## config.mk

```make
export PLATFORM = sky130hd
export DESIGN_NAME = l1dc_ctrl
export DESIGN_NICKNAME = d
export VERILOG_FILES = /design/src/l1dc_pkg.sv /design/src/l1dc_ctrl.sv /design/src/l1dc_tags.sv
export SDC_FILE = /design/constraint.sdc
export NUM_CORES = 1
export LEC_CHECK = 0
export BUFFER_PORTS_ARGS = -buffer_cell sky130_fd_sc_hd__buf_2
export CORE_AREA = 2 2 159 161
export DETAILED_ROUTE_END_ITERATION = 12
export DIE_AREA = 0 0 161 163
export GPL_ROUTABILITY_DRIVEN = 1
export PLACE_DENSITY = 0.61
export REMOVE_ABC_BUFFERS = 1
export SLEW_MARGIN = 0
export SYNTH_ARGS = -nofsm -noshare
export SYNTH_HDL_FRONTEND = slang
export SYNTH_HIERARCHICAL = 1
export SYNTH_SLANG_ARGS = --single-unit
```

## constraint.sdc

```tcl
create_clock -name clk -period 9.98 [get_ports clk]
set_clock_uncertainty 0.2 [all_clocks]
set_input_delay 0.998 -clock clk [delete_from_list [all_inputs] [get_ports clk]]
set_output_delay 0.998 -clock clk [all_outputs]
set_load 0.02 [all_outputs]
```

## src/l1dc_pkg.sv

```systemverilog
package l1dc_pkg;

  // ----------------------------------------------------------------
  // geometry
  // ----------------------------------------------------------------
  localparam int ADDR_W       = 32;
  localparam int GRANULE_LSB  = 5;
  localparam int SETS_DEF     = 128;
  localparam int IDX_W_DEF    = 7;

  // ----------------------------------------------------------------
  // reset values
  // ----------------------------------------------------------------
  localparam logic RST_ENABLE = 1'b0;
  localparam logic RST_LOCK   = 1'b0;
  localparam logic RST_RSV    = 1'b0;

  // ----------------------------------------------------------------
  // access kinds and bus transfer types
  // ----------------------------------------------------------------
  typedef enum logic [3:0]
  {
    L1DC_OP_LOAD  = 4'h0,
    L1DC_OP_STORE = 4'h1,
    L1DC_OP_LRSV  = 4'h2,
    L1DC_OP_SCND  = 4'h3,
    L1DC_OP_ZERO  = 4'h4,
    L1DC_OP_TOUCH = 4'h5,
    L1DC_OP_FLUSH = 4'h6,
    L1DC_OP_CLEAN = 4'h7,
    L1DC_OP_INVAL = 4'h8,
    L1DC_OP_FETCH = 4'h9
  } l1dc_op_e;

  typedef enum logic [3:0]
  {
    L1DC_TT_NONE  = 4'h0,
    L1DC_TT_READ  = 4'h1,
    L1DC_TT_BURST = 4'h2,
    L1DC_TT_WRITE = 4'h3,
    L1DC_TT_LRSV  = 4'h4,
    L1DC_TT_LRSVB = 4'h5,
    L1DC_TT_SCND  = 4'h6
  } l1dc_tt_e;

  typedef enum logic [2:0]
  {
    L1DC_EXC_NONE  = 3'h0,
    L1DC_EXC_DSI   = 3'h1,
    L1DC_EXC_ALIGN = 3'h2
  } l1dc_exc_e;

  // ----------------------------------------------------------------
  // carriers
  // ----------------------------------------------------------------
  typedef struct packed
  {
    logic                valid;
    l1dc_op_e            op;
    logic [ADDR_W-1:0]   addr;
    logic                wt;
    logic                ci;
  } l1dc_req_s;

  typedef struct packed
  {
    logic                valid;
    l1dc_tt_e            tt;
    logic                single_beat;
    logic [ADDR_W-1:0]   addr;
  } l1dc_bus_s;

  typedef struct packed
  {
    logic                valid;
    logic                write;
    logic                inval;
    logic [ADDR_W-1:0]   addr;
  } l1dc_snoop_s;

endpackage

```

## src/l1dc_ctrl.sv

```systemverilog
`timescale 1ns/10ps
// Function
// - load-reserve loads word and reserves its aligned 32-byte granule
// - any non-faulting own store-conditional cancels the reservation, any address
// - matching snooped write or invalidate cancels the reservation
// - store-conditional stores only if reserved, else clears equal flag
// - reserve ops fault on write-through or enabled-and-locked cache
// - reserve miss: block fill if cacheable with cache enabled, else single beat
// - reserve ops use own bus encoding; tagged fetches use it too
// - reservation state drives active-low reservation pin always
// - enable bit is clear after power-up
// - no cache snooping while the cache is disabled
// - disabled cache ignores tags, all accesses single-beat on bus
// - cache-inhibit pin follows access attribute regardless of enable
// - disabled: block-zero alignment fault, touch no-op, others no effect
// - locked: no allocation, only snoop kills, flush/invalidate ops and flash change tags
// - locked load miss bursts to reload buffer, cache untouched
// - locked store hit normal, store miss handled write-through
// - locked snoop invalidation stays invalid until unlocked
// - flash invalidate clears whole cache, no broadcast, drops dirty
// - flash bit self-clears next clock when enabled; set/clear also ok
// - hard reset invalidates cache; soft reset keeps contents
module l1dc_ctrl
#(
  parameter int IDX_W = l1dc_pkg::IDX_W_DEF
)
(
  // clock and resets
  input  wire logic                    clk,
  input  wire logic                    rst_b,
  input  wire logic                    soft_rst,
  // control bits written by software
  input  wire logic                    cfg_wr,
  input  wire logic                    dcache_enable_bit,
  input  wire logic                    dcache_lock_bit,
  input  wire logic                    dcache_flash_inval_bit,
  input  wire logic                    fetch_tag_type_bit,
  // core request
  input  wire l1dc_pkg::l1dc_req_s     req,
  // snooped bus traffic from other masters
  input  wire l1dc_pkg::l1dc_snoop_s   snoop,
  // control state seen by software
  output logic                         enable_ff,
  output logic                         lock_ff,
  output logic                         flash_ff,
  // core response
  output logic                         done_ff,
  output logic                         hit_ff,
  output logic                         store_done_ff,
  output logic                         cond_equal_flag,
  output logic                         cond_equal_upd_ff,
  output l1dc_pkg::l1dc_exc_e          exc_ff,
  output logic                         rld_fill_ff,
  // system bus request
  output l1dc_pkg::l1dc_bus_s          bus_ff,
  output logic                         cache_inhibit_out_n,
  output logic                         reservation_out_n,
  output logic                         snoop_hit_ff
);

  // ----------------------------------------------------------------
  // reset release
  // ----------------------------------------------------------------
  logic rst_s1_ff;
  logic rst_s2_ff;

  always_ff @(posedge clk or negedge rst_b)
  begin
    if (!rst_b)
    begin
      rst_s1_ff <= 1'b0;
      rst_s2_ff <= 1'b0;
    end
    else
    begin
      rst_s1_ff <= 1'b1;
      rst_s2_ff <= rst_s1_ff;
    end
  end

  wire logic rst_n = rst_s2_ff;

  // ----------------------------------------------------------------
  // control bits
  // ----------------------------------------------------------------
  logic nxt_enable;
  logic nxt_lock;
  logic nxt_flash;

  assign nxt_enable = cfg_wr ? dcache_enable_bit : enable_ff;
  assign nxt_lock   = cfg_wr ? dcache_lock_bit : lock_ff;
  // self-clear one clock after set when enabled; an explicit clear
  // from software works too
  assign nxt_flash  = cfg_wr ? dcache_flash_inval_bit
                    : (flash_ff && !enable_ff);

  // only a hard reset touches these; soft reset leaves them
  always_ff @(posedge clk or negedge rst_n)
  begin
    if (!rst_n)
    begin
      enable_ff <= l1dc_pkg::RST_ENABLE;
      lock_ff   <= l1dc_pkg::RST_LOCK;
      flash_ff  <= 1'b0;
    end
    else
    begin
      enable_ff <= nxt_enable;
      lock_ff   <= nxt_lock;
      flash_ff  <= nxt_flash;
    end
  end

  // invalidation fires on the rising edge of the flash bit only
  logic flash_q_ff;

  always_ff @(posedge clk or negedge rst_n)
  begin
    if (!rst_n)
      flash_q_ff <= 1'b0;
    else
      flash_q_ff <= flash_ff;
  end

  wire logic flash_go = flash_ff && !flash_q_ff;

  // ----------------------------------------------------------------
  // request decode
  // ----------------------------------------------------------------
  wire logic is_load  = req.valid && req.op == l1dc_pkg::L1DC_OP_LOAD;
  wire logic is_store = req.valid && req.op == l1dc_pkg::L1DC_OP_STORE;
  wire logic is_lrsv  = req.valid && req.op == l1dc_pkg::L1DC_OP_LRSV;
  wire logic is_scnd  = req.valid && req.op == l1dc_pkg::L1DC_OP_SCND;
  wire logic is_zero  = req.valid && req.op == l1dc_pkg::L1DC_OP_ZERO;
  wire logic is_touch = req.valid && req.op == l1dc_pkg::L1DC_OP_TOUCH;
  wire logic is_fetch = req.valid && req.op == l1dc_pkg::L1DC_OP_FETCH;
  wire logic is_blkop = req.valid && (req.op == l1dc_pkg::L1DC_OP_FLUSH
                     || req.op == l1dc_pkg::L1DC_OP_CLEAN
                     || req.op == l1dc_pkg::L1DC_OP_INVAL);

  wire logic [IDX_W-1:0] req_idx =
    req.addr[l1dc_pkg::GRANULE_LSB +: IDX_W];
  wire logic [IDX_W-1:0] snp_idx =
    snoop.addr[l1dc_pkg::GRANULE_LSB +: IDX_W];

  // ----------------------------------------------------------------
  // tag store
  // ----------------------------------------------------------------
  logic tag_valid;
  wire logic on       = enable_ff;
  // disabled cache ignores tag status entirely
  wire logic hit      = on && tag_valid && !req.ci;
  wire logic locked   = on && lock_ff;
  wire logic rsv_fault = (is_lrsv || is_scnd)
                      && (req.wt || locked);

  // reservation exists?
  logic rsv_ff;
  logic [l1dc_pkg::ADDR_W-1:l1dc_pkg::GRANULE_LSB] rsv_gran_ff;

  wire logic scnd_ok = is_scnd && !rsv_fault && rsv_ff;

  // allocation only on cacheable miss in an enabled, unlocked cache
  wire logic alloc = on && !lock_ff && !req.ci && !tag_valid
                  && !rsv_fault && !flash_go
                  && (is_load || is_lrsv || is_touch
                      || (is_store && !req.wt) || scnd_ok || is_zero);

  // snoops only run when enabled; a snoop kill stays even when locked,
  // since no allocation happens until the lock drops
  wire logic snp_kill = on && snoop.valid
                     && (snoop.write || snoop.inval);

  // block invalidate hits its own entry only when enabled
  wire logic blk_kill = on && is_blkop
                     && req.op != l1dc_pkg::L1DC_OP_CLEAN;

  logic snp_look;
  // dirty lines are simply dropped by the flash, nothing goes out
  l1dc_tags #(.IDX_W(IDX_W)) u_tags
  (
    .clk       (clk),
    .rst_b     (rst_n),
    .look_idx  (req_idx),
    .look_hit  (tag_valid),
    .alloc     (alloc),
    .alloc_idx (req_idx),
    .kill      (snp_kill || blk_kill),
    .kill_idx  (snp_kill ? snp_idx : req_idx),
    .flash     (flash_go)
  );

  // snoop response view is the snoop kill itself; the tags are not probed
  assign snp_look = snp_kill;

  // ----------------------------------------------------------------
  // reservation
  // ----------------------------------------------------------------
  wire logic snp_rsv_match = snoop.valid && (snoop.write || snoop.inval)
    && snoop.addr[l1dc_pkg::ADDR_W-1:l1dc_pkg::GRANULE_LSB] == rsv_gran_ff;

  logic nxt_rsv;
  logic [l1dc_pkg::ADDR_W-1:l1dc_pkg::GRANULE_LSB] nxt_rsv_gran;

  // a new reservation is applied last and so would win over own
  // store-conditional; single request port makes them exclusive
  always_comb
  begin
    nxt_rsv      = rsv_ff;
    nxt_rsv_gran = rsv_gran_ff;
    if (snp_rsv_match)
      nxt_rsv = 1'b0;
    if (is_scnd && !rsv_fault)
      nxt_rsv = 1'b0;
    if (is_lrsv && !rsv_fault)
    begin
      nxt_rsv      = 1'b1;
      nxt_rsv_gran = req.addr[l1dc_pkg::ADDR_W-1:l1dc_pkg::GRANULE_LSB];
    end
  end

  always_ff @(posedge clk or negedge rst_n)
  begin
    if (!rst_n)
    begin
      rsv_ff      <= l1dc_pkg::RST_RSV;
      rsv_gran_ff <= '0;
    end
    else
    begin
      rsv_ff      <= nxt_rsv;
      rsv_gran_ff <= nxt_rsv_gran;
    end
  end

  // ----------------------------------------------------------------
  // bus request build
  // ----------------------------------------------------------------
  wire logic needs_bus = req.valid && !rsv_fault && !hit
    && !(is_zero && !on) && !is_blkop
    && !(is_touch && (!on || lock_ff || req.ci))
    && !(is_scnd && !rsv_ff)
    && !(is_store && hit);

  // burst only for a cacheable fill with the cache on; locked load
  // misses still burst into the reload buffer
  wire logic burst = on && !req.ci
    && (is_load || is_lrsv || is_touch || (is_store && !req.wt && !lock_ff));

  l1dc_pkg::l1dc_tt_e nxt_tt;

  assign nxt_tt =
    (is_lrsv && burst)  ? l1dc_pkg::L1DC_TT_LRSVB :
    (is_lrsv)           ? l1dc_pkg::L1DC_TT_LRSV :
    (is_scnd)           ? l1dc_pkg::L1DC_TT_SCND :
    (is_fetch && fetch_tag_type_bit) ? l1dc_pkg::L1DC_TT_LRSV :
    (is_store)          ? l1dc_pkg::L1DC_TT_WRITE :
    (burst)             ? l1dc_pkg::L1DC_TT_BURST :
                          l1dc_pkg::L1DC_TT_READ;

  l1dc_pkg::l1dc_bus_s nxt_bus;

  always_comb
  begin
    nxt_bus.valid       = needs_bus;
    nxt_bus.tt          = needs_bus ? nxt_tt : l1dc_pkg::L1DC_TT_NONE;
    nxt_bus.single_beat = !burst;
    nxt_bus.addr        = req.addr;
  end

  // ----------------------------------------------------------------
  // response build
  // ----------------------------------------------------------------
  l1dc_pkg::l1dc_exc_e nxt_exc;

  assign nxt_exc = rsv_fault ? l1dc_pkg::L1DC_EXC_DSI :
                   (is_zero && !on) ? l1dc_pkg::L1DC_EXC_ALIGN
                   : l1dc_pkg::L1DC_EXC_NONE;

  // store done: ordinary store or successful store-conditional
  wire logic nxt_store_done = (is_store || scnd_ok) && !rsv_fault;
  // locked load miss fills the reload buffer only; a locked store miss goes write-through
  wire logic nxt_rld = (is_load || is_lrsv) && locked
                    && !tag_valid && !req.ci && !rsv_fault;

  logic eq_ff;

  always_ff @(posedge clk or negedge rst_n)
  begin
    if (!rst_n)
    begin
      done_ff           <= 1'b0;
      hit_ff            <= 1'b0;
      store_done_ff     <= 1'b0;
      eq_ff             <= 1'b0;
      cond_equal_upd_ff <= 1'b0;
      exc_ff            <= l1dc_pkg::L1DC_EXC_NONE;
      rld_fill_ff       <= 1'b0;
      bus_ff            <= '0;
      snoop_hit_ff      <= 1'b0;
    end
    else
    begin
      done_ff           <= req.valid;
      hit_ff            <= hit && req.valid;
      store_done_ff     <= nxt_store_done;
      eq_ff             <= scnd_ok;
      cond_equal_upd_ff <= is_scnd && !rsv_fault;
      exc_ff            <= nxt_exc;
      rld_fill_ff       <= nxt_rld;
      bus_ff            <= nxt_bus;
      snoop_hit_ff      <= snp_look;
    end
  end

  assign cond_equal_flag = eq_ff;

  // ----------------------------------------------------------------
  // pins
  // ----------------------------------------------------------------
  // pins reflect registered state so they stay glitch free
  always_ff @(posedge clk or negedge rst_n)
  begin
    if (!rst_n)
    begin
      cache_inhibit_out_n <= 1'b1;
      reservation_out_n   <= 1'b1;
    end
    else
    begin
      cache_inhibit_out_n <= !(needs_bus && req.ci);
      reservation_out_n   <= !nxt_rsv;
    end
  end

  // soft reset is accepted but deliberately changes no cache state
  wire logic unused_soft = soft_rst;

endmodule

```

## src/l1dc_tags.sv

```systemverilog
`timescale 1ns/10ps
// per-set valid bits with a single-cycle flash clear
module l1dc_tags
#(
  parameter int IDX_W = 7
)
(
  // clock and reset
  input  wire logic             clk,
  input  wire logic             rst_b,
  // lookup
  input  wire logic [IDX_W-1:0] look_idx,
  output logic                  look_hit,
  // updates
  input  wire logic             alloc,
  input  wire logic [IDX_W-1:0] alloc_idx,
  input  wire logic             kill,
  input  wire logic [IDX_W-1:0] kill_idx,
  input  wire logic             flash
);

  logic [(1<<IDX_W)-1:0] valid_ff;
  logic [(1<<IDX_W)-1:0] nxt_valid;

  assign look_hit = valid_ff[look_idx];

  // kill beats alloc on the same set; flash beats both
  always_comb
  begin
    nxt_valid = valid_ff;
    if (alloc)
      nxt_valid[alloc_idx] = 1'b1;
    if (kill)
      nxt_valid[kill_idx] = 1'b0;
    if (flash)
      nxt_valid = '0;
  end

  always_ff @(posedge clk or negedge rst_b)
  begin
    if (!rst_b)
      valid_ff <= '0;
    else
      valid_ff <= nxt_valid;
  end

endmodule

```

==> metrics.txt <==
post-synthesis sequential area ratio 54.17%; Core Region ~25000 um2; CP Class in2reg; Crit path required time a little over 10000 ps; final worst setup slack between 4000 and 5000 ps; total CTS buffers 25; outcome finished clean; Fmax about 0.18 GHz; synthesized instance count between 800 and 900; met3 global-route usage under 10%; wirelength, routed ~27 mm; leak pwr a little under 5 nW; All-Layer GR Usage approximately a fifth; vias in the first global route roughly 7300; Post-CTS Setup Inserts 0; synth unique cells 53; fin cells about 1300; dpl ws approximately 4000 ps; HPWL after detailed placement roughly 16 mm; Mean Syn Cell Area roughly 12 um2; Skew-Pair Late Insertion Delay 530 ps; r2r worst-path depth 10; Boundary Pins approximately 140; multi-input logic area 4230 um2; DR iter-0 viols between 700 and 800; via count 7456; die height around 160 um; number of gates resized after cts 0; worst reg2reg endpoint u_tags/valid_ff[11]$_DFF_PN0_; Longest Clk Path Bufs 3; final global-route overflow total 0; H-tree lvl count 1; diode count 0; Max stage delay on crit path 870 ps; period utilization 55.88%; Hold Buf Count CTS 0; GR Util met1 between 20 and 30%; CTS tree built; RePlAce Congestion just over 0.8; die area between 20000 and 30000 um2; gr busiest metal met2; Yosys reg bits 210; Die W ~160 um; met2 Use GR approximately 32%; Post-synth EDFFs 0; critical-path cell list buf_2 > buf_4 > mux4_1 > mux4_2 > a32oi_1 > nand4_1 > a2111oi_0 > nand2_1 > nor2_1 > buf_4 > a21oi_1 > a211oi_1; Residual DRC 0; antenna-violating nets left 0; R2R Path Start u_tags/valid_ff[4]$_DFF_PN0_; initial antenna violation count 0; final hold violations 0; final critical-path required period 5577 ps; CP max FO 43; slew at the pin closest to its max-slew limit roughly 1100 ps; Cell Area, Synth between 9000 and 10000 um2; Crit path top cell by count buf_4; CP Capture Type flop; Hold WC Path Type in2async; Initial Util roughly 39%; async set or reset register ratio after synthesis 100.0%; unrepaired setup endpoints after global routing no; power per cell area around 180 nW/um2; Critical Path Start req[9]; Fillers ~2300; clock slew at reported path FFs roughly 50 ps; Via density 5.816; VDD IR max roughly 0.000098 V; Clock Sinks between 200 and 250; # port buffers ~130; CP arrival 5790 ps; Total Power around 0.0020 W; flop-to-flop setup slack about 5300 ps; Setup Viol. Count Final 0; area grow syn2layout 18.47%; Slew HR between 20% and 30%; site row count between 50 and 60; layout cells sized above 1 26.89%; largest net degree at the start of global routing 80; Max Cap Viol 0; wire per inst around 21 um; DRT Pass-1 Iters 5; root buffer cell clkbuf_16; Top FF cell, synth dfrtp_1; Worst setup endpoint u_tags/valid_ff[11]$_DFF_PN0_; final max-slew violation count 0; critical path's slowest cell nor2_1; Layout Nets roughly 1000; CP startpoint kind input port; placed cell count 1236; Ys Warns 6; FF/Latch Area between 5000 and 6000 um2; first-pass GRT wire length between 40 and 50 mm; Final TNS setup 0 ps
-- stage by stage --
stage / utilization (%) / hold slack [ps] / cell area, um2
after global routing: 46.60 / 40.16 / 11500
final: 46.60 / 59.50 / 11500
after detailed placement: 43.14 / 136.5 / 10640
after global placement: 43.14 / 133.3 / 10640
after CTS: 46.60 / 41.89 / 11500
after floorplan: - / 131.2 / 9440
-- worst min-delay path by stage --
stage	start	to	slack, ps	cells after the start
final	rst_b	rst_n$_DFF_PN0_	60	1
after global placement	rst_s1_ff$_DFF_PN0_	rst_n$_DFF_PN0_	130	0
after floorplan	rst_s1_ff$_DFF_PN0_	rst_n$_DFF_PN0_	130	0
after global routing	rst_b	rst_n$_DFF_PN0_	40	1
after CTS	rst_b	rst_n$_DFF_PN0_	40	1
after detailed placement	rst_s1_ff$_DFF_PN0_	rst_n$_DFF_PN0_	140	0
-- cells by family after synthesis --
group | Yosys count | share of synthesized area [%]
AOI/OAI and AO/OA | 286 | 18.86
xor gates and xnor gates | 27 | 2.437
buffers and inverters | 60 | 3.042
DFF | 210 | 54.17
muxes | 77 | 13.16
other | 2 | 0.07738
and+or+nand+nor | 159 | 8.251
-- area by class of cell --
class	instances	share of cell area, %
timing repair buffer	137	6.202
tap	330	3.591
sequential	210	45.76
clock buffer	39	6.420
clock inverter	7	1.012
inverter	7	0.2285
multi-input combinational	552	36.79
-- power by group --
group	switching [W]	leakage, nW	internal [W]
sequential	0.0000256	2.80	0.000886
clock	0.000349	0.416	0.000584
combinational	0.000127	1.67	0.0000736
-- registers in the layout (all words and copies together) (netlist names) --
name                 flops
hit_ff                   1
reservation_out_n        1
rld_fill_ff              1
bus_ff                  37
cache_inhibit_out_n      1
exc_ff                   2
done_ff                  1
cond_equal_upd_ff        1
u_tags/valid_ff        128
snoop_hit_ff             1
rst_s1_ff                1
flash_q_ff               1
cond_equal_flag          1
rsv_gran_ff             27
enable_ff                1
flash_ff                 1
lock_ff                  1
store_done_ff            1
rsv_ff                   1
rst_n                    1
-- cell usage after synthesis, types with 2 or more instances --
cell type  count  area, um2
a2111oi_0      3      26.28
a211oi_1     121      908.4
a21oi_1      130      650.6
a311oi_1       4      35.03
a31oi_1        5      31.28
and3_1         2      12.51
buf_2          5      25.02
buf_4          6      45.04
buf_6          4      45.04
clkbuf_1      37      138.9
conb_1         2      7.510
dfrtp_1      208       5205
dfstp_2        2      52.55
inv_1          7      26.28
mux2_2        35      394.1
mux2i_1        8      80.08
mux4_1        13      341.6
mux4_2        20      450.4
nand2_1       26      97.59
nand2b_1      14      87.58
nand3_1        9      45.04
nand3b_1       2      15.01
nand4_1        6      37.54
nand4b_1       2      17.52
nor2_1        46      172.7
nor2b_1        9      56.30
nor3_1        24      120.1
nor4_1        11      68.82
o211ai_1       2      15.01
o21ai_0        9      45.04
o22ai_1        2      12.51
xnor2_1       15      131.4
xor2_1        12      105.1
-- per-layer routing --
metal / routed length, um / up-vias / share of wire, %
met2: 12410 / 353 / 45
met3: 2324 / 54 / 8.5
met5: 0 / - / 0
met1: 11950 / 3681 / 44
met4: 598 / 0 / 2.2
li1: - / 3368 / -
-- placed cells by master (no fill, tap or decap), types with 15 or more instances in the layout --
| cell type | Yosys | routed |
|---|---|---|
| a211oi_1 | 121 | 121 |
| a21oi_1 | 130 | 130 |
| buf_2 | 5 | 126 |
| clkbuf_16 | 0 | 25 |
| dfrtp_1 | 208 | 207 |
| mux2_2 | 35 | 35 |
| mux4_2 | 20 | 20 |
| nand2_1 | 26 | 26 |
| nor2_1 | 46 | 35 |
| nor3_1 | 24 | 20 |
| xnor2_1 | 15 | 15 |
-- worst max-delay path: cells and delay by family --
family	cells	cell delay (ps)
and+or+nand+nor	3	1450
muxes	2	1160
buffers and inverters	3	940
AOI/OAI and AO/OA	4	1170
No activity file was read; power rests on OpenSTA's default activity.
